===== src/acs_pkg.sv =====
package acs_pkg;

    // Register byte offsets on the AXI4-Lite slave.
    localparam logic [31:0] MODE_A_OFS   = 32'h0000_0000;
    localparam logic [31:0] MODE_B_OFS   = 32'h0000_0004;
    localparam logic [31:0] IRQ_STS_OFS  = 32'h0000_0008;
    localparam logic [31:0] IRQ_MSK_OFS  = 32'h0000_000C;
    localparam logic [31:0] RESULT0_OFS  = 32'h0000_0010;
    localparam logic [31:0] RESULT3_OFS  = 32'h0000_001C;

    // Field positions in conv_mode_reg_a.
    localparam int CE_BIT = 7;
    localparam int CS_BIT = 6;

    // Values after reset, and the first trial code of a conversion.
    localparam logic [7:0] MODE_A_RST = 8'h00;
    localparam logic [7:0] MODE_B_RST = 8'h00;
    localparam logic [9:0] RESULT_RST = 10'h000;
    localparam logic [9:0] SAR_FIRST  = 10'h200;

    // AXI responses.
    localparam logic [1:0] RESP_OKAY   = 2'h0;
    localparam logic [1:0] RESP_SLVERR = 2'h2;

    // Timing.
    localparam int CLK_PERIOD_NS  = 10;
    localparam int BIT_SETTLE_NS  = 40;
    localparam int BIT_SETTLE_CYC = (BIT_SETTLE_NS + CLK_PERIOD_NS - 1) / CLK_PERIOD_NS;
    localparam int SYNC_STAGES    = 2;
    localparam logic [3:0] DECIDE_CYC = 4'(BIT_SETTLE_CYC + SYNC_STAGES - 1);
    localparam logic [1:0] CS_DELAY   = 2'h3;
    localparam logic [3:0] LAST_BIT   = 4'h9;

    typedef enum logic [1:0] {
        TRIG_INT  = 2'h0,
        TRIG_TMR1 = 2'h1,
        TRIG_TMR4 = 2'h3,
        TRIG_BAD  = 2'h2
    } acs_trig_e;

    typedef enum logic [1:0] {
        OP_SEL1 = 2'h0,
        OP_SEL4 = 2'h1,
        OP_SCAN = 2'h3,
        OP_BAD  = 2'h2
    } acs_op_e;

    typedef enum logic [1:0] {
        ST_IDLE    = 2'h0,
        ST_STANDBY = 2'h1,
        ST_LAUNCH  = 2'h3,
        ST_CONVERT = 2'h2
    } acs_fsm_e;

    typedef struct packed {
        logic start;
        logic abort;
    } acs_sar_ctl_s;

    typedef struct packed {
        logic       busy;
        logic       done;
        logic [9:0] code;
    } acs_sar_out_s;

    function automatic acs_trig_e trig_of(input logic [7:0] b);
        acs_trig_e t;
        t = TRIG_BAD;
        if (b[7:5] == 3'h0 && !b[3]) begin
            t = TRIG_INT;
        end else if (b[7:3] == 5'h04) begin
            t = TRIG_TMR1;
        end else if (b[7:3] == 5'h06) begin
            t = TRIG_TMR4;
        end
        return t;
    endfunction

    function automatic acs_op_e op_of(input logic [7:0] a);
        acs_op_e o;
        o = OP_BAD;
        if (a[5:2] == 4'h4) begin
            o = OP_SEL1;
        end else if (a[5:2] == 4'hC) begin
            o = OP_SEL4;
        end else if (a[4:2] == 3'h0) begin
            o = OP_SCAN;
        end
        return o;
    endfunction

endpackage


===== src/acs_sar_core.sv =====
`timescale 1ns/100ps
module acs_sar_core (
    // Clock and reset.
    input  wire logic                  ref_clk,
    input  wire logic                  arst_n,
    // Sequencer side.
    input  wire acs_pkg::acs_sar_ctl_s ctl,
    output acs_pkg::acs_sar_out_s      sar,
    // Comparator from the analog front end.
    input  wire logic                  comp_hi_async
);

    typedef struct packed {
        logic       sync1;
        logic       sync2;
        logic       busy;
        logic       done;
        logic [3:0] bitn;
        logic [3:0] wait_cnt;
        logic [9:0] code;
    } acs_core_s;

    acs_core_s q;
    acs_core_s d;

    always_comb begin
        d       = q;
        d.sync1 = comp_hi_async;
        d.sync2 = q.sync1;
        d.done  = 1'b0;
        if (ctl.abort) begin
            d.busy = 1'b0;
        end else if (ctl.start) begin
            d.busy     = 1'b1;
            d.bitn     = acs_pkg::LAST_BIT;
            d.wait_cnt = 4'h0;
            d.code     = acs_pkg::SAR_FIRST;
        end else if (q.busy) begin
            // The comparator is judged only after the tap settled and the sync lag passed.
            if (q.wait_cnt == acs_pkg::DECIDE_CYC) begin
                d.wait_cnt = 4'h0;
                // Successive bit decision.
                if (!q.sync2) begin
                    d.code[q.bitn] = 1'b0;
                end
                if (q.bitn == 4'h0) begin
                    d.busy = 1'b0;
                    d.done = 1'b1;
                end else begin
                    d.bitn                = q.bitn - 4'h1;
                    d.code[q.bitn - 4'h1] = 1'b1;
                end
            end else begin
                d.wait_cnt = q.wait_cnt + 4'h1;
            end
        end
    end

    always_ff @(posedge ref_clk or negedge arst_n) begin
        if (!arst_n) begin
            q <= '0;
        end else begin
            q <= d;
        end
    end

    assign sar.busy = q.busy;
    assign sar.done = q.done;
    assign sar.code = q.code;

endmodule


===== src/acs_sequencer.sv =====
// Design decisions made here: register access over AXI4-Lite and the placing of the registers.
`timescale 1ns/100ps
// Summary of operation
// Setting enable starts at once internally; timer trigger mode waits in standby.
// Timer mode converts only on a trigger, then returns to standby.
// Ten bits resolved one by one; result stored only after the last bit.
// Mode register write mid-conversion abandons it without storing a result.
// Register b bits select internal, one-trigger or four-trigger timer mode.
// Register a bits select one-buffer, four-buffer select or scan mode.
// Start events are match pulses of four compare channels of a timer.
// One-trigger mode takes channel 0 only; four-trigger mode takes all four.
// Select one-buffer stores in the input's own register; interrupt each conversion.
// Select four-buffer fills registers 0 to 3; interrupt after the fourth.
// Scan converts inputs upward from 0; interrupt when all are done.
// Scan's highest input comes from the input select field.
// Internal select one-buffer stops after one conversion and its interrupt.
// Internal mode restarts a sequence when software writes enable as one.
// Active status reads one three clocks after start; writes ignored.
// Result reads give ten bits low, upper bits zero.
// Triggers outside standby are ignored; results only from complete conversions.
// After reset enable is clear, sequencer idle, no conversion or interrupt.
module acs_sequencer (
    // Clock and reset.
    input  wire logic        ref_clk,
    input  wire logic        arst_n,
    // AXI4-Lite write address and data.
    input  wire logic        s_axi_awvalid,
    output logic             s_axi_awready,
    input  wire logic [31:0] s_axi_awaddr,
    input  wire logic        s_axi_wvalid,
    output logic             s_axi_wready,
    input  wire logic [31:0] s_axi_wdata,
    input  wire logic [3:0]  s_axi_wstrb,
    // AXI4-Lite write response.
    output logic             s_axi_bvalid,
    input  wire logic        s_axi_bready,
    output logic [1:0]       s_axi_bresp,
    // AXI4-Lite read.
    input  wire logic        s_axi_arvalid,
    output logic             s_axi_arready,
    input  wire logic [31:0] s_axi_araddr,
    output logic             s_axi_rvalid,
    input  wire logic        s_axi_rready,
    output logic [31:0]      s_axi_rdata,
    output logic [1:0]       s_axi_rresp,
    // Compare channel match pulses.
    input  wire logic [3:0]  trig_match,
    // Analog front end.
    input  wire logic        comp_hi_async,
    output logic [1:0]       mux_sel,
    output logic [9:0]       dac_code,
    output logic             sample_hold,
    // Interrupt.
    output logic             conv_done_irq
);

    typedef struct packed {
        logic                  aw_held;
        logic [31:0]           aw_addr;
        logic                  w_held;
        logic [7:0]            w_data;
        logic                  w_strb0;
        logic                  bvalid;
        logic [1:0]            bresp;
        logic                  rvalid;
        logic [31:0]           rdata;
        logic [1:0]            rresp;
        logic [7:0]            mode_a;
        logic [7:0]            mode_b;
        logic                  done_sts;
        logic                  done_msk;
        logic [3:0][9:0]       result;
        acs_pkg::acs_fsm_e     fsm;
        logic [1:0]            idx;
        logic [1:0]            tch;
        logic [1:0]            dest;
        logic [1:0]            mux;
        logic [1:0]            cs_cnt;
    } acs_state_s;

    acs_state_s            q;
    acs_state_s            d;
    acs_pkg::acs_sar_ctl_s sar_ctl;
    acs_pkg::acs_sar_out_s sar;
    acs_pkg::acs_trig_e    trig;
    acs_pkg::acs_op_e      op;
    acs_pkg::acs_trig_e    new_trig;
    acs_pkg::acs_op_e      new_op;
    logic                  wr_fire;
    logic                  wr_map;
    logic                  mode_wr;
    logic                  cs_bit;
    logic [1:0]            last_idx;
    logic                  trig_hit;
    logic [1:0]            trig_ch;
    logic [31:0]           rd_data;
    logic                  rd_map;

    acs_sar_core u_sar (
        .ref_clk       (ref_clk),
        .arst_n        (arst_n),
        .ctl           (sar_ctl),
        .sar           (sar),
        .comp_hi_async (comp_hi_async)
    );

    // Active status delay.
    assign cs_bit = (q.cs_cnt == acs_pkg::CS_DELAY);

    // Trigger decode.
    assign trig = acs_pkg::trig_of(q.mode_b);
    // Operation decode.
    assign op   = acs_pkg::op_of(q.mode_a);

    // Scan length from select.
    always_comb begin
        unique case (op)
            acs_pkg::OP_SEL4: last_idx = 2'h3;
            acs_pkg::OP_SCAN: last_idx = q.mode_a[1:0];
            default:          last_idx = 2'h0;
        endcase
    end

    // Accepted start channels.
    always_comb begin
        trig_ch  = 2'h0;
        trig_hit = 1'b0;
        if (trig == acs_pkg::TRIG_TMR1) begin
            trig_hit = trig_match[0];
        end else if (trig == acs_pkg::TRIG_TMR4) begin
            trig_hit = |trig_match;
            for (int i = 3; i >= 0; i--) begin
                if (trig_match[i]) begin
                    trig_ch = 2'(i);
                end
            end
        end
    end

    assign wr_fire = q.aw_held && q.w_held && !q.bvalid;
    assign wr_map  = (q.aw_addr[31:5] == 27'h0) && (q.aw_addr[1:0] == 2'h0);
    assign mode_wr = wr_fire && wr_map && q.w_strb0 &&
                     (q.aw_addr == acs_pkg::MODE_A_OFS || q.aw_addr == acs_pkg::MODE_B_OFS);

    always_comb begin
        rd_map  = (s_axi_araddr[31:5] == 27'h0) && (s_axi_araddr[1:0] == 2'h0);
        rd_data = 32'h0000_0000;
        // Results zero-extended.
        if (s_axi_araddr[4]) begin
            rd_data = {22'h000000, q.result[s_axi_araddr[3:2]]};
        end else begin
            unique case (s_axi_araddr[3:2])
                2'h0: rd_data = {24'h000000, q.mode_a[7], cs_bit, q.mode_a[5:0]};
                2'h1: rd_data = {24'h000000, q.mode_b};
                2'h2: rd_data = {31'h00000000, q.done_sts};
                2'h3: rd_data = {31'h00000000, q.done_msk};
            endcase
        end
    end

    always_comb begin
        d             = q;
        sar_ctl.start = 1'b0;
        sar_ctl.abort = mode_wr;
        new_trig      = acs_pkg::TRIG_BAD;
        new_op        = acs_pkg::OP_BAD;

        if (s_axi_awvalid && !q.aw_held) begin
            d.aw_held = 1'b1;
            d.aw_addr = s_axi_awaddr;
        end
        if (s_axi_wvalid && !q.w_held) begin
            d.w_held  = 1'b1;
            d.w_data  = s_axi_wdata[7:0];
            d.w_strb0 = s_axi_wstrb[0];
        end
        if (q.bvalid && s_axi_bready) begin
            d.bvalid = 1'b0;
        end
        if (wr_fire) begin
            d.aw_held = 1'b0;
            d.w_held  = 1'b0;
            d.bvalid  = 1'b1;
            d.bresp   = wr_map ? acs_pkg::RESP_OKAY : acs_pkg::RESP_SLVERR;
            if (wr_map && q.w_strb0) begin
                unique case (q.aw_addr[4:0])
                    // Status bit not writable.
                    5'h00: d.mode_a = {q.w_data[7], 1'b0, q.w_data[5:0]};
                    5'h04: d.mode_b = q.w_data;
                    5'h08: d.done_sts = q.done_sts & ~q.w_data[0];
                    5'h0C: d.done_msk = q.w_data[0];
                    default: d.done_msk = q.done_msk;
                endcase
            end
        end

        if (q.rvalid && s_axi_rready) begin
            d.rvalid = 1'b0;
        end
        if (s_axi_arvalid && !q.rvalid) begin
            d.rvalid = 1'b1;
            d.rdata  = rd_map ? rd_data : 32'h0000_0000;
            d.rresp  = rd_map ? acs_pkg::RESP_OKAY : acs_pkg::RESP_SLVERR;
        end

        if (mode_wr) begin
            // Abandon and restart.
            new_trig = acs_pkg::trig_of(d.mode_b);
            new_op   = acs_pkg::op_of(d.mode_a);
            d.idx    = 2'h0;
            d.fsm    = acs_pkg::ST_IDLE;
            if (d.mode_a[acs_pkg::CE_BIT] && new_trig != acs_pkg::TRIG_BAD &&
                new_op != acs_pkg::OP_BAD) begin
                // Start or standby.
                // Enable write restarts.
                d.fsm = (new_trig == acs_pkg::TRIG_INT) ? acs_pkg::ST_LAUNCH
                                                        : acs_pkg::ST_STANDBY;
            end
        end else begin
            unique case (q.fsm)
                acs_pkg::ST_IDLE: begin
                    d.fsm = acs_pkg::ST_IDLE;
                end
                acs_pkg::ST_STANDBY: begin
                    // Trigger starts conversion.
                    // Only standby sees triggers.
                    // Timer match pulses.
                    if (trig_hit) begin
                        d.tch = trig_ch;
                        d.fsm = acs_pkg::ST_LAUNCH;
                    end
                end
                acs_pkg::ST_LAUNCH: begin
                    sar_ctl.start = 1'b1;
                    d.fsm         = acs_pkg::ST_CONVERT;
                    // Scan walks inputs upward.
                    d.mux = (op == acs_pkg::OP_SCAN) ? q.idx : q.mode_a[1:0];
                    if (op == acs_pkg::OP_SEL1) begin
                        // Own result register.
                        d.dest = q.mode_a[1:0];
                    end else if (op == acs_pkg::OP_SEL4 && trig == acs_pkg::TRIG_TMR4) begin
                        d.dest = q.tch;
                    end else begin
                        // Registers in turn.
                        d.dest = q.idx;
                    end
                end
                acs_pkg::ST_CONVERT: begin
                    if (sar.done) begin
                        // Store after last bit.
                        d.result[q.dest] = sar.code;
                        if (q.idx == last_idx) begin
                            // Interrupt at sequence end.
                            d.done_sts = 1'b1;
                            d.idx      = 2'h0;
                        end else begin
                            d.idx = q.idx + 2'h1;
                        end
                        if (trig != acs_pkg::TRIG_INT) begin
                            // Back to standby.
                            d.fsm = acs_pkg::ST_STANDBY;
                        end else if (q.idx == last_idx) begin
                            // Stop after sequence.
                            d.fsm = acs_pkg::ST_IDLE;
                        end else begin
                            d.fsm = acs_pkg::ST_LAUNCH;
                        end
                    end
                end
            endcase
        end

        if (d.fsm == acs_pkg::ST_LAUNCH || d.fsm == acs_pkg::ST_CONVERT) begin
            if (q.cs_cnt != acs_pkg::CS_DELAY) begin
                d.cs_cnt = q.cs_cnt + 2'h1;
            end
        end else begin
            d.cs_cnt = 2'h0;
        end
    end

    // Reset to idle, enable clear.
    always_ff @(posedge ref_clk or negedge arst_n) begin
        if (!arst_n) begin
            q        <= '0;
            q.mode_a <= acs_pkg::MODE_A_RST;
            q.mode_b <= acs_pkg::MODE_B_RST;
            q.result <= {4{acs_pkg::RESULT_RST}};
            q.fsm    <= acs_pkg::ST_IDLE;
        end else begin
            q <= d;
        end
    end

    assign s_axi_awready = !q.aw_held;
    assign s_axi_wready  = !q.w_held;
    assign s_axi_bvalid  = q.bvalid;
    assign s_axi_bresp   = q.bresp;
    assign s_axi_arready = !q.rvalid;
    assign s_axi_rvalid  = q.rvalid;
    assign s_axi_rdata   = q.rdata;
    assign s_axi_rresp   = q.rresp;
    assign mux_sel       = q.mux;
    assign dac_code      = sar.code;
    assign sample_hold   = sar.busy;
    assign conv_done_irq = q.done_sts & q.done_msk;

endmodule


===== config.mk =====
export PLATFORM = sky130hd
export DESIGN_NAME = acs_sequencer
export DESIGN_NICKNAME = d
export VERILOG_FILES = /design/src/acs_pkg.sv /design/src/acs_sar_core.sv /design/src/acs_sequencer.sv
export SDC_FILE = /design/constraint.sdc
export NUM_CORES = 1
export LEC_CHECK = 0
export BUFFER_PORTS_ARGS = -buffer_cell sky130_fd_sc_hd__buf_2
export CORE_ASPECT_RATIO = 1.4
export CORE_UTILIZATION = 50
export CTS_CLUSTER_SIZE = 10
export DETAILED_ROUTE_END_ITERATION = 10
export GPL_TIMING_DRIVEN = 0
export PLACE_DENSITY = 0.87
export SETUP_SLACK_MARGIN = 0.4
export SKIP_CTS_REPAIR_TIMING = 1
export SYNTH_ARGS = -nofsm -noshare
export SYNTH_HDL_FRONTEND = slang
export SYNTH_SLANG_ARGS = --single-unit

===== constraint.sdc =====
create_clock -name ref_clk -period 5.34 [get_ports ref_clk]
set_clock_uncertainty 0.05 [all_clocks]
set_input_delay 0.534 -clock ref_clk [delete_from_list [all_inputs] [get_ports ref_clk]]
set_output_delay 0.534 -clock ref_clk [all_outputs]
set_load 0.01 [all_outputs]

; Yosys cells after proc, flatten, opt, wreduce, memory -nomap -nowiden
; Cells that the tools add are included.
; Widths: inputs -> output; s select.
[word_totals]
output_inout_bits = 55
mem_count = 0
elab_cells = 236
romBits = 0
latch_bits = 0
regBits = 172
input_bits = 112
ram_bits = 0
[op_classes]
n_lt_le_gt_ge = 7
addsub = 4
n_eq_ne = 32
muxes = 89
n_reduce_logical = 64
n_shift = 0
n_mul = 0
n_div = 0
bitwise_logic = 7
[ops]
columns = operator, n
row1 = $pmux 32 s4, 1
row2 = $mux 10, 10
row3 = $mux 32, 2
row4 = $mux 2, 31
row5 = $logic_not 27->1, 2
row6 = $mux 18, 3
row7 = $bwmux 40, 1
row8 = $mux 35, 1
row9 = $mux 33, 1
row10 = $eq 32x3->1 const B, 1
row11 = $logic_not 32->1, 1
row12 = $eq 5x3->1 const B, 5
row13 = $mux 1, 23
row14 = $logic_and 1x1->1, 21
row15 = $bmux 10 s2, 1
row16 = $demux 10 s2, 1
row17 = $mux 20, 1
row18 = $mux 19, 1
row19 = $eq 2x2->1 const B, 9
row20 = $reduce_and 3->1, 6
row21 = $reduce_bool 2->1, 9
row22 = $mux 4, 4
row23 = $mux 8, 2
row24 = $eq 4x3->1 const B, 3
row25 = 32 further kinds, 63

; Depth between registers and ports, before layout
; Gate-level depths: netlist of run 1.
[logic_depth]
ltp_word = 18
ltp_mapped = 9

; Cells and area by module
; From an unflattened synthesis of run 1, not the netlist that was laid out.
[unflattened]
hier_cells = 614
area_unflattened_um2 = 7487.2
[modules_own_cells]
columns = mod, instances, area_per_inst_um2, cells_per_inst, seq_area_each_um2
row1 = acs_sequencer, 1, 6115.9, 469, 3153.0
row2 = acs_sar_core, 1, 1371.3, 145, 550.5

; Worst setup path before layout of run 1
; Ideal clock, no wire load.
[synth_path]
path_kind = reg2reg
start = reg q, in the netlist s_axi_bvalid
end = reg q[12] (netlist name)
synth_period_minus_slack_ps = 2175
path_buffers = 1
setup_time_ps = 125
path_stages_with_launch = 8
arrival_ps = 2001
slack_ps = 3165
path_cell_list = dfrtp_1 nand3b_1 or3b_4 nor3_4 or2_1 or3_1 buf_4 mux2_2
[synth_between]
elab_chain_len = 7
[synth_lines]
columns = item, line
row1 = from (decl), acs_sequencer.sv:81  ; acs_state_s q;
row2 = $logic_not 1->1, acs_sequencer.sv:140  ; assign wr_fire = q.aw_held && q.w_held && !q.bvalid;
row3 = $logic_and 1x1->1, acs_sequencer.sv:140
row4 = $logic_and 1x1->1 (3 in a row), acs_sequencer.sv:142  ; assign mode_wr = wr_fire && wr_map && q.w_strb0 &&
row5 = $not 1->1 (no source line), -
row6 = $reduce_and 3->1 (no source line), -
; Every way passes these cells.
; A chain may end at the register's enable or synchronous reset.

==> results of run 1 <==
power by group:
part           total, mW  leakage [nW]  switching, mW  internal, mW
clock               1.28         0.309          0.521         0.759
combinational      0.452          2.14          0.200         0.252
sequential          1.44          1.95          0.138          1.30
cell usage after synthesis, types with 3 or more instances:
cell type	instances
sky130_fd_sc_hd__buf_4	49
sky130_fd_sc_hd__a22o_1	7
sky130_fd_sc_hd__buf_6	3
sky130_fd_sc_hd__mux2_2	74
sky130_fd_sc_hd__nor3_1	11
sky130_fd_sc_hd__dfrtp_1	148
sky130_fd_sc_hd__nand4_1	7
sky130_fd_sc_hd__nor2_1	23
sky130_fd_sc_hd__nor4_1	8
sky130_fd_sc_hd__o31ai_1	6
sky130_fd_sc_hd__o21ai_0	40
sky130_fd_sc_hd__nand3_1	7
sky130_fd_sc_hd__mux2_4	10
sky130_fd_sc_hd__clkbuf_1	14
sky130_fd_sc_hd__nor4_2	6
sky130_fd_sc_hd__nand2b_1	6
sky130_fd_sc_hd__o21a_1	3
sky130_fd_sc_hd__or2_2	4
sky130_fd_sc_hd__a21oi_1	9
sky130_fd_sc_hd__mux2_1	20
sky130_fd_sc_hd__or3_1	3
sky130_fd_sc_hd__inv_1	15
sky130_fd_sc_hd__and2_1	5
sky130_fd_sc_hd__and3_1	4
sky130_fd_sc_hd__nor2b_1	10
sky130_fd_sc_hd__mux2i_1	6
sky130_fd_sc_hd__a21o_1	4
sky130_fd_sc_hd__nand3b_1	3
sky130_fd_sc_hd__a22oi_1	7
sky130_fd_sc_hd__nand2_1	36
sky130_fd_sc_hd__mux4_2	11
sky130_fd_sc_hd__o22ai_1	4
sky130_fd_sc_hd__buf_1	5
sky130_fd_sc_hd__ha_1	8
cell type report:
class	instances	area (um2)
plain buffers	73	483
clock buffers	17	425
clock inverters	15	209
fillers	1111	5510
inverters	15	56.3
multi-input cells	403	3280
flip-flops and latches	148	3700
well taps	189	236
repair buffers	114	599
state kept, by name, indices dropped and copies added, names as in the netlist, named ones only:
name          cells
u_sar.q           9
s_axi_rresp       1
u_sar.sar        12
q               108
s_axi_rdata      10
s_axi_bvalid      1
s_axi_bresp       1
mux_sel           2
u_sar.d           1
s_axi_rvalid      1
final timing paths:
| path | end | depth (start not counted) | slack (ns) |
|---|---|---|---|
| hold reg to reg | u_sar.q[20]$_DFF_PN0_ | 0 | 0.30 |
| hold / removal | q[140]$_DFFE_PN0P_ | 1 | 0.03 |
| setup reg to reg | q[10]$_DFF_PN0_ | 6 | 2.67 |
| min in group ref_clk | u_sar.d[20]$_DFF_PN0_ | 1 | 0.17 |
| max in group asynchronous | mux_sel[1]$_DFFE_PN0P_ | 2 | 4.42 |
| setup / recovery | q[10]$_DFF_PN0_ | 6 | 2.67 |
per-layer routing:
layer | up-vias | track usage, %
li1 | 2493 | -
met1 | 2580 | 24.7
met2 | 212 | 41.9
met3 | 41 | 4.73
met4 | 0 | 11.0
met5 | - | 0
worst max-delay path: stages (launching register included):
cell and delay, ns:
sky130_fd_sc_hd__dfrtp_1 0.39, sky130_fd_sc_hd__nor4_2 0.32, sky130_fd_sc_hd__nand4_2 0.37, sky130_fd_sc_hd__nor4_4 0.70
sky130_fd_sc_hd__mux2i_1 0.47, sky130_fd_sc_hd__nand2_1 0.11, sky130_fd_sc_hd__a21oi_1 0.16
metrics by stage:
stage	hold slack (ns)	worst slack (ns)	cell area (um2)	util [%]	instances
after floorplan	0.188	3.16	7520	-	639
after global placement	0.287	1.57	8330	57.4	941
after detailed placement	0.287	2.75	8360	57.6	942
after CTS	0.0501	2.63	8990	62.0	974
after global routing	0.0792	2.50	8990	62.0	974
final	0.0272	2.67	8990	62.0	974
logic make-up after synthesis:
group / synth area share, %
fa+ha+maj: 1.35
flops: 49.8
other cells: 0.0504
compound gates: 8.61
mux: 20.4
buf+inv: 7.25
simple gates: 12.3
xor+xnor: 0.236
==> Implementation_results.wiki, run 1 <==
{| class="wikitable"
! Metric !! Value
|-
| Cell at the root of the clock tree || sky130_fd_sc_hd__clkbuf_16
|-
| Max-slew violation count || 0
|-
| First-pass GRT wire length || 27,100 um
|-
| RSZ-0062 raised after global routing || false
|-
| Number of failing setup endpoints in the final timing report || 0
|-
| Met3 wirelength from detailed routing || 865 um
|-
| Endpoints failing hold || 0
|-
| Vias per cell || 5.47
|-
| DRT Wirelength || 16,300 um
|-
| Type of the tightest min-delay check || input port to asynchronous set/reset pin
|-
| Post-detailed-route count of antenna-violating nets || 0
|-
| Antenna violations before repair || 0
|-
| Antenna diode instance count || 0
|-
| Area of the die || 15,400 um2
|-
| CP max FO || 9
|-
| Commonest non-fill, non-tap cell in the layout || sky130_fd_sc_hd__dfrtp_1
|-
| Async SR Flop Fraction || 100%
|-
| Synth unique cells || 66
|-
| Remaining global-route overflow || 0
|-
| Uppermost routed layer || met4
|-
| Largest cells by area after synthesis || sky130_fd_sc_hd__dfrtp_1 50%, sky130_fd_sc_hd__mux2_2 11%, sky130_fd_sc_hd__buf_4 4.9%, sky130_fd_sc_hd__mux4_2 3.3%, sky130_fd_sc_hd__mux2_1 3.0%
|-
| Worst Path Class, Setup || flip-flop to flip-flop
|-
| Primary flip-flop cell chosen by synthesis mapping || sky130_fd_sc_hd__dfrtp_1
|-
| Number of CTS-inserted buffers || 17
|-
| Mapped Cells || 616
|-
| Htree depth || 4
|-
| Sequential-to-total area share from yosys stat || 49.8%
|-
| Total Nets Final || 892
|-
| Setup TNS after final layout || 0 ns
|-
| Worst Path Required || 5.63 ns
|-
| # rows || 52
|-
| Routed wire length on met2 || 8850 um
|-
| Die height || 146 um
|-
| Number of synthesized flops with an enable pin || 0
|-
| Routed WL per cell || 16.8 um
|-
| Type of destination of the critical path || flip-flop
|-
| Final critical-path share of the clock period || 50.0%
|-
| Overall via count from detail_route || 5,326
|-
| DR pass1 iterations || 5
|-
| Post-Syn Area || 7440 um2
|-
| Number of ports placed on the die boundary || 167
|-
| CTS sink count || 148
|-
| Final routed DRC violation total || 0
|-
| Per-instance average area after synthesis || 12.1 um2
|-
| Data arrival time of the critical path || 2.96 ns
|-
| Area Growth Syn to Fin || 20.9%
|-
| Clock transition at path regs || 0.06 ns
|-
| Run status || finished clean
|-
| Buffers on Ports || 113
|-
| Worst-Skew Late Latency || 0.42 ns
|-
| Peak ir drop on the vdd network || 298 uV
|-
| Fmax || 0.375 GHz
|-
| Core ar. || 14,500 um2
|-
| Kind of launch point of the worst setup path || flip-flop
|-
| Starting density of the core || 51.3%
|-
| Leakage || 4.41 nW
|-
| Buffers from clock root to sink, at most || 2
|-
| Flip-flop and latch count after synthesis || 148
|-
| Synth top area share || 49.8%
|-
| Post-synth top area cell || sky130_fd_sc_hd__dfrtp_1
|-
| Final weighted congestion in routability-driven placement || 0.911
|-
| Starting DRT DRC Count || 430
|-
| Power density relative to cell area || 352 nW/um2
|-
| Maximum number of pins on one net before global-route repair || 90
|-
| Final period demand of the worst path || 2.67 ns
|-
| Start of the worst register-to-register path || q[136]$_DFFE_PN0P_
|-
| Die Wd || 105 um
|-
| Top library cells by usage in the layout, fill and taps aside || 148 x sky130_fd_sc_hd__dfrtp_1, 114 x sky130_fd_sc_hd__buf_2, 74 x sky130_fd_sc_hd__mux2_2
|-
| Critical path launch point || q[136]$_DFFE_PN0P_
|-
| Worst-margin pin slew || 0.685 ns
|-
| Length of routed wiring on met1 || 6090 um
|-
| Fraction of layout cells with a size suffix above 1 || 40.3%
|-
| CTS tree || built
|-
| Count of yosys warnings during synthesis || 0
|-
| HPWL after detailed placement || 11,700 um
|-
| Final Power || 3.17 mW
|-
| Worst rel slew slack || 54.0%
|-
| Via count of the first global-routing pass || 5,459
|-
| Number of maximum-capacitance violations || 0
|-
| Overall routing resource usage || 22.8%
|}
(Power assumes the default switching activity.)
==> run 2: changes to the inputs <==
--- a/config.mk
+++ b/config.mk
@@ -7,11 +7,11 @@
 export LEC_CHECK = 0
 export BUFFER_PORTS_ARGS = -buffer_cell sky130_fd_sc_hd__buf_2
 export CORE_ASPECT_RATIO = 1.4
-export CORE_UTILIZATION = 50
+export CORE_UTILIZATION = 49
 export CTS_CLUSTER_SIZE = 10
 export DETAILED_ROUTE_END_ITERATION = 10
 export GPL_TIMING_DRIVEN = 0
-export PLACE_DENSITY = 0.87
+export PLACE_DENSITY = 0.88
 export SETUP_SLACK_MARGIN = 0.4
 export SKIP_CTS_REPAIR_TIMING = 1
 export SYNTH_ARGS = -nofsm -noshare
==> constraint.sdc (replaced) <==
create_clock -name ref_clk -period 2.4 [get_ports ref_clk]
set_clock_uncertainty 0.05 [all_clocks]
set_input_delay 0.24 -clock ref_clk [delete_from_list [all_inputs] [get_ports ref_clk]]
set_output_delay 0.24 -clock ref_clk [all_outputs]
set_load 0.01 [all_outputs]
==> run 2 against run 1 <==
The flow now finishes with violations (hold timing, setup timing); worst hold slack worse by 0.041 ns; sequential share of layout area down 3.6 points; die area up 2.0%; non-clock buffer count up 49; design area up 9.6%; first-iteration DRC count up 18%; via count up 7.2%; register-to-register slack worse by 2.7 ns; core utilization up 5.4 points; critical path depth up 1; combinational power rose to 2.5 times the previous value; wire length up 19%; critical endpoint is now q[19]$_DFFE_PN0P_; largest cell class unchanged; highest routed layer unchanged.
==> Implementation_results.wiki, run 2 (same netlist as run 1, synthesis figures left out) <==
{| class="wikitable"
! Metric !! Value
|-
| Run status || finished with violations
|-
| Violations in the final reports || hold timing, setup timing
|-
| Worst-Skew Late Latency || 0.42 ns (about the same)
|-
| Final routed DRC violation total || 0 (unchanged)
|-
| Leakage || 4.75 nW (+7.9%)
|-
| Largest incremental delay on the critical path || 0.50 ns (-0.20 ns)
|-
| CP max FO || 6 (-3)
|-
| Setup WS post-layout || -0.0576 ns (-2.73 ns)
|-
| Area of all placed cells without fillers || 9860 um2 (+9.6%)
|-
| Remaining global-route overflow || 0 (unchanged)
|-
| Crit path cell chain || nand3b_1 > or3b_4 > nor3_4 > or2_4 > or3_4 > buf_8 > mux2_4
|-
| DR pass1 iterations || 5 (unchanged)
|-
| Overall routing resource usage || 22.0% (-0.75 points)
|-
| Fmax || 0.407 GHz (+8.6%)
|-
| Number of ports placed on the die boundary || 167 (unchanged)
|-
| Worst Path Required || 2.65 ns (-2.98 ns)
|-
| Data arrival time of the critical path || 2.71 ns (-0.25 ns)
|-
| Die Wd || 106 um (+0.99%)
|-
| Type of the tightest min-delay check || input port to flip-flop
|-
| CTS sink count || 148 (unchanged)
|-
| Placement Setup Slack || -0.151 ns (-2.90 ns)
|-
| Number of CTS-inserted buffers || 17 (unchanged)
|-
| Antenna diode instance count || 0 (unchanged)
|-
| DRT Wirelength || 19,500 um (+19%)
|-
| HPWL after detailed placement || 11,700 um (+0.14%)
|-
| Type of destination of the critical path || flip-flop
|-
| Fraction of layout cells with a size suffix above 1 || 47.6% (+7.3 points)
|-
| Register-to-register setup slack || -0.06 ns (-2.73 ns)
|-
| Kind of launch point of the worst setup path || flip-flop
|-
| Number of maximum-capacitance violations || 0 (unchanged)
|-
| First-pass GRT wire length || 26,600 um (-1.8%)
|-
| # rows || 52 (unchanged)
|-
| Post-detailed-route count of antenna-violating nets || 0 (unchanged)
|-
| Final critical-path share of the clock period || 102% (+52 points)
|-
| Final weighted congestion in routability-driven placement || 0.863 (-5.2%)
|-
| RSZ-0062 raised after global routing || true
|-
| DP Area || 8390 um2 (+0.31%)
|-
| Buffers on Ports || 113 (unchanged)
|-
| Vias per cell || 5.58 (+2.1%)
|-
| Starting DRT DRC Count || 508 (+18%)
|-
| Flip-flop count of the largest register after layout || 108 (unchanged)
|-
| Htree depth || 4 (unchanged)
|-
| Slowest cell on crit path || sky130_fd_sc_hd__or3b_4
|-
| Endpoints failing hold || 11 (+11)
|-
| Fill cells || 990 (-11%)
|-
| Starting density of the core || 50.8% (-0.46 points)
|-
| Cell at the root of the clock tree || sky130_fd_sc_hd__clkbuf_16
|-
| Antenna violations before repair || 0 (unchanged)
|-
| Final period demand of the worst path || 2.46 ns (-0.212 ns)
|-
| Worst rel slew slack || 56.2% (+2.2 points)
|-
| Top library cells by usage in the layout, fill and taps aside || 148 x sky130_fd_sc_hd__dfrtp_1, 113 x sky130_fd_sc_hd__buf_2, 68 x sky130_fd_sc_hd__buf_4
|-
| Die height || 148 um (+1.0%)
|-
| Area of the die || 15,700 um2 (+2.0%)
|-
| Worst-margin pin slew || 0.658 ns (-0.0277 ns)
|-
| Largest register by flop count || q
|-
| Overall via count from detail_route || 5,710 (+7.2%)
|-
| Via count of the first global-routing pass || 5,494 (+0.64%)
|-
| Clock transition at path regs || 0.06 ns (about the same)
|-
| Max-slew violation count || 0 (unchanged)
|-
| Routed WL per cell || 19.1 um (+14%)
|-
| Area Growth Syn to Fin || 32.5%
|-
| Buffers from clock root to sink, at most || 2 (unchanged)
|-
| Total Nets Final || 941 (+5.5%)
|-
| Peak ir drop on the vdd network || 604 uV (+100%)
|-
| Power density relative to cell area || 722 nW/um2 (+100%)
|-
| Number of failing setup endpoints in the final timing report || 14 (+14)
|-
| Core ar. || 14,600 um2 (+0.90%)
|-
| Maximum number of pins on one net before global-route repair || 81 (-10%)
|-
| Commonest non-fill, non-tap cell in the layout || sky130_fd_sc_hd__dfrtp_1
|-
| Worst Path Class, Setup || flip-flop to flip-flop
|-
| CTS tree || built
|-
| Hold Worst Slack || -0.0135 ns (-0.0407 ns)
|}
-- run 2: worst max-delay path: cells and delay by family (launching register included) --
kind / cells / cell delay [ns]
buffers and inverters: 1 / 0.14
flip-flops: 1 / 0.40
AND/OR/NAND/NOR: 5 / 1.42
multiplexers: 1 / 0.32
-- run 2: area by class of cell --
type                    count  area (um2)  area share [%]
plain buffers              73         519            5.27
clock buffers              21         470            4.77
clock inverters            11         125            1.27
inverters                  15        56.3           0.571
multi-input cells         403        3680            37.4
flip-flops and latches    148        3700            37.6
well taps                 189         236            2.40
repair buffers            163        1060            10.8
-- run 2: metal layers --
layer  vias up  wire, um  GRT usage, %
met2       267     10500          41.1
met5         -         0             0
li1       2571         -             -
met4         0       795          10.5
met1      2804      7140          23.2
met3        68      1030          4.59
-- run 2: report_power, final --
part	leakage, nW	internal [mW]	switching, mW
registers	1.95	2.89	0.401
clock network	0.278	1.62	1.07
logic	2.52	0.651	0.490
-- run 2: metrics by stage --
stage	utilization (%)	std cells	TNS, ns	power [mW]
floorplan	-	639	0	3.91
global placement	57.1	941	-149.98	4.21
detailed placement	57.3	942	-1.30	4.28
CTS	61.4	974	-1.79	6.93
global route	67.4	1023	-3.97	7.39
finish	67.4	1023	-0.316	7.12
-- run 2: final timing paths --
path / startpoint / to / depth (start not counted)
worst max-delay path: s_axi_bvalid$_DFFE_PN0P_ / q[19]$_DFFE_PN0P_ / 7
worst min-delay path: s_axi_wvalid / q[117]$_DFFE_PN0P_ / 2
worst max register to register: s_axi_bvalid$_DFFE_PN0P_ / q[19]$_DFFE_PN0P_ / 7
worst min register to register: u_sar.d[20]$_DFF_PN0_ / u_sar.q[20]$_DFF_PN0_ / 0
max in group asynchronous: arst_n / q[0]$_DFFE_PN0P_ / 3
min in group asynchronous: arst_n / q[22]$_DFFE_PN0P_ / 2
==> run 3: changes to the inputs <==
--- a/config.mk
+++ b/config.mk
@@ -6,7 +6,6 @@
 export NUM_CORES = 1
 export LEC_CHECK = 0
 export BUFFER_PORTS_ARGS = -buffer_cell sky130_fd_sc_hd__buf_2
-export CORE_ASPECT_RATIO = 1.4
 export CORE_UTILIZATION = 49
 export CTS_CLUSTER_SIZE = 10
 export DETAILED_ROUTE_END_ITERATION = 10
==> run 3 against run 2 <==
The run ends with DRC, hold timing, setup timing left; die area hardly changed; total power is 1.7% higher; sequential share of layout area is 0.53 points higher; clock power is 5% higher; via count is 0.72% lower; worst setup slack worse by 0.0083 ns; wire length is 3.9% lower; non-clock buffer count is 9 lower; count of clock-buffer cells in the layout is 2 higher; design area is 1.3% lower; critical path type unchanged; critical endpoint is now q[17]$_DFFE_PN0P_; largest power group unchanged.
==> Implementation_results.wiki, run 3 (same netlist as run 1, synthesis figures left out) <==
{| class="wikitable"
! Metric !! Value
|-
| Run status || finished with violations
|-
| Violations in the final reports || DRC, hold timing, setup timing
|-
| Post-detailed-route count of antenna-violating nets || 0 (unchanged)
|-
| Leakage || 4.68 nW (-1.6%)
|-
| Peak ir drop on the vdd network || 794 uV (+31%)
|-
| Antenna diode instance count || 0 (unchanged)
|-
| Number of failing setup endpoints in the final timing report || 41 (+27)
|-
| Fmax || 0.406 GHz (-0.34%)
|-
| Core ar. || 14,700 um2 (+0.41%)
|-
| Flip-flop count of the largest register after layout || 108 (unchanged)
|-
| Area of the die || 15,700 um2 (about the same)
|-
| Buffers from clock root to sink, at most || 2 (unchanged)
|-
| Met1 Resource Use GR || 25.1% (+1.9 points)
|-
| Via count of the first global-routing pass || 5,394 (-1.8%)
|-
| Register-to-register setup slack || -0.07 ns (about the same)
|-
| Cell at the root of the clock tree || sky130_fd_sc_hd__clkbuf_16
|-
| Number of ports placed on the die boundary || 167 (unchanged)
|-
| Maximum number of pins on one net before global-route repair || 92 (+14%)
|-
| Endpoints failing hold || 3 (-8)
|-
| Type of the tightest min-delay check || input port to flip-flop
|-
| CP max FO || 5 (-1)
|-
| Start of the worst register-to-register path || q[122]$_DFFE_PN0P_
|-
| Max-slew violation count || 0 (unchanged)
|-
| Overall via count from detail_route || 5,669 (-0.72%)
|-
| Remaining global-route overflow || 0 (unchanged)
|-
| Kind of launch point of the worst setup path || flip-flop
|-
| Commonest non-fill, non-tap cell in the layout || sky130_fd_sc_hd__dfrtp_1
|-
| DRT Wirelength || 18,800 um (-3.9%)
|-
| Final routed DRC violation total || 32 (+32)
|-
| Setup WS post-layout || -0.0660 ns (-0.00834 ns)
|-
| DR pass1 iterations || 8 (+3)
|-
| First-pass GRT wire length || 26,500 um (-0.26%)
|-
| Data arrival time of the critical path || 2.72 ns (about the same)
|-
| Routed WL per cell || 18.6 um (-2.5%)
|-
| RSZ-0062 raised after global routing || true
|-
| Worst Path Class, Setup || flip-flop to flip-flop
|-
| CTS sink count || 148 (unchanged)
|-
| CTS tree || built
|-
| Total Nets Final || 932 (-0.96%)
|-
| Die Wd || 125 um (+18%)
|-
| Hold path depth || 2 (unchanged)
|-
| Hold Worst Slack || -0.00219 ns (+0.0113 ns)
|-
| Top library cells by usage in the layout, fill and taps aside || 147 x sky130_fd_sc_hd__dfrtp_1, 113 x sky130_fd_sc_hd__buf_2, 68 x sky130_fd_sc_hd__mux2_2
|-
| Grt met2 use || 38.4% (-2.7 points)
|-
| Number of CTS-inserted buffers || 17 (unchanged)
|-
| Htree depth || 4 (unchanged)
|-
| Number of maximum-capacitance violations || 0 (unchanged)
|-
| Worst rel slew slack || 58.9% (+2.8 points)
|-
| Busiest layer in global routing || met2
|-
| Starting density of the core || 50.6% (-0.21 points)
|-
| Worst-Skew Late Latency || 0.43 ns (about the same)
|-
| Power density relative to cell area || 744 nW/um2 (+3.1%)
|-
| Fraction of layout cells with a size suffix above 1 || 46.8% (-0.76 points)
|-
| Largest register by flop count || q
|-
| Final critical-path share of the clock period || 103% (+0.35 points)
|-
| Overall routing resource usage || 21.6% (-0.39 points)
|-
| Area Growth Syn to Fin || 30.8%
|-
| Final core occ || 66.2% (-1.2 points)
|-
| Worst hold path startpoint || s_axi_bready
|-
| Setup TNS after final layout || -1.40 ns (-1.08 ns)
|-
| Capture instance of the worst register-to-register path || q[17]$_DFFE_PN0P_
|-
| Antenna violations before repair || 0 (unchanged)
|-
| Worst Path Required || 2.65 ns (about the same)
|-
| Depth of the most critical reg-to-reg path || 7 (unchanged)
|-
| Area of all placed cells without fillers || 9730 um2 (-1.3%)
|-
| Clock transition at path regs || 0.06 ns (about the same)
|-
| Final weighted congestion in routability-driven placement || 0.888 (+2.9%)
|-
| Worst Hold Path EP || s_axi_bvalid$_DFFE_PN0P_
|-
| Worst-margin pin slew || 0.616 ns (-0.0413 ns)
|-
| Type of destination of the critical path || flip-flop
|-
| HPWL after detailed placement || 11,200 um (-3.9%)
|-
| # rows || 44 (-15%)
|-
| DP Area || 8380 um2 (about the same)
|-
| Starting DRT DRC Count || 480 (-5.5%)
|-
| Die height || 125 um (-15%)
|-
| Vias per cell || 5.62 (+0.76%)
|-
| Final period demand of the worst path || 2.47 ns (+0.00834 ns)
|-
| GR Layer Usage met3 || 5.31% (+0.72 points)
|-
| Buffers on Ports || 113 (unchanged)
|}
[run 3: changes by cell type in the layout (fill, tap and decap cells not counted), sizes merged]
cell         delta
clkinvlp        -3
inv             -2
buf             -2
clkbuf          +2
dlygate4sd3     -7
bufinv          +2
[run 3: layout make-up]
class                   instances  area [um2]
plain buffers                  73         526
flip-flops and latches        148        3700
multi-input cells             403        3610
clock inverters                 8         149
clock buffers                  23         478
fillers                      1032        4970
well taps                     184         230
repair buffers                154         971
inverters                      15        56.3
[run 3: worst max path at each step]
stage                               to  slack, ns  depth (start not counted)                      from
floorplan            q[12]$_DFFE_PN0P_       0.24                          7  s_axi_bvalid$_DFFE_PN0P_
global placement    q[110]$_DFFE_PN0P_      -1.06                          1                    arst_n
detailed placement     q[10]$_DFF_PN0_      -0.22                          6        q[123]$_DFFE_PN0P_
CTS                    q[10]$_DFF_PN0_      -0.21                          6        q[136]$_DFFE_PN0P_
global route           q[10]$_DFF_PN0_      -0.16                          7        q[122]$_DFFE_PN0P_
finish               q[17]$_DFFE_PN0P_      -0.07                          7        q[122]$_DFFE_PN0P_
[run 3: through the flow]
stage	power, mW	worst slack [ns]	cells
after floorplan	3.91	0.240	639
after global placement	4.21	-1.06	936
after detailed placement	4.27	-0.221	937
after CTS	7.09	-0.214	968
after global routing	7.52	-0.158	1008
final	7.24	-0.0660	1008
[run 3: where the power goes]
group	switching [mW]	internal, mW
Sequential	0.395	2.89
Clock	0.995	1.82
Combinational	0.493	0.647
Total	1.88	5.36
[run 3: critical path, cell delays in order (launching register included)]
cell and delay [ns]:
sky130_fd_sc_hd__dfrtp_1 0.39, sky130_fd_sc_hd__nor4b_2 0.32, sky130_fd_sc_hd__or3b_4 0.46, sky130_fd_sc_hd__nor3_4 0.32
sky130_fd_sc_hd__or2_4 0.20, sky130_fd_sc_hd__or3_4 0.15, sky130_fd_sc_hd__buf_6 0.13, sky130_fd_sc_hd__mux2_2 0.33
[run 3: metal layers]
layer / share of wire (%) / up-vias
met3: 5.9 / 50
met2: 52 / 260
met5: 0 / -
met4: 2.8 / 0
li1: - / 2553
met1: 39 / 2806
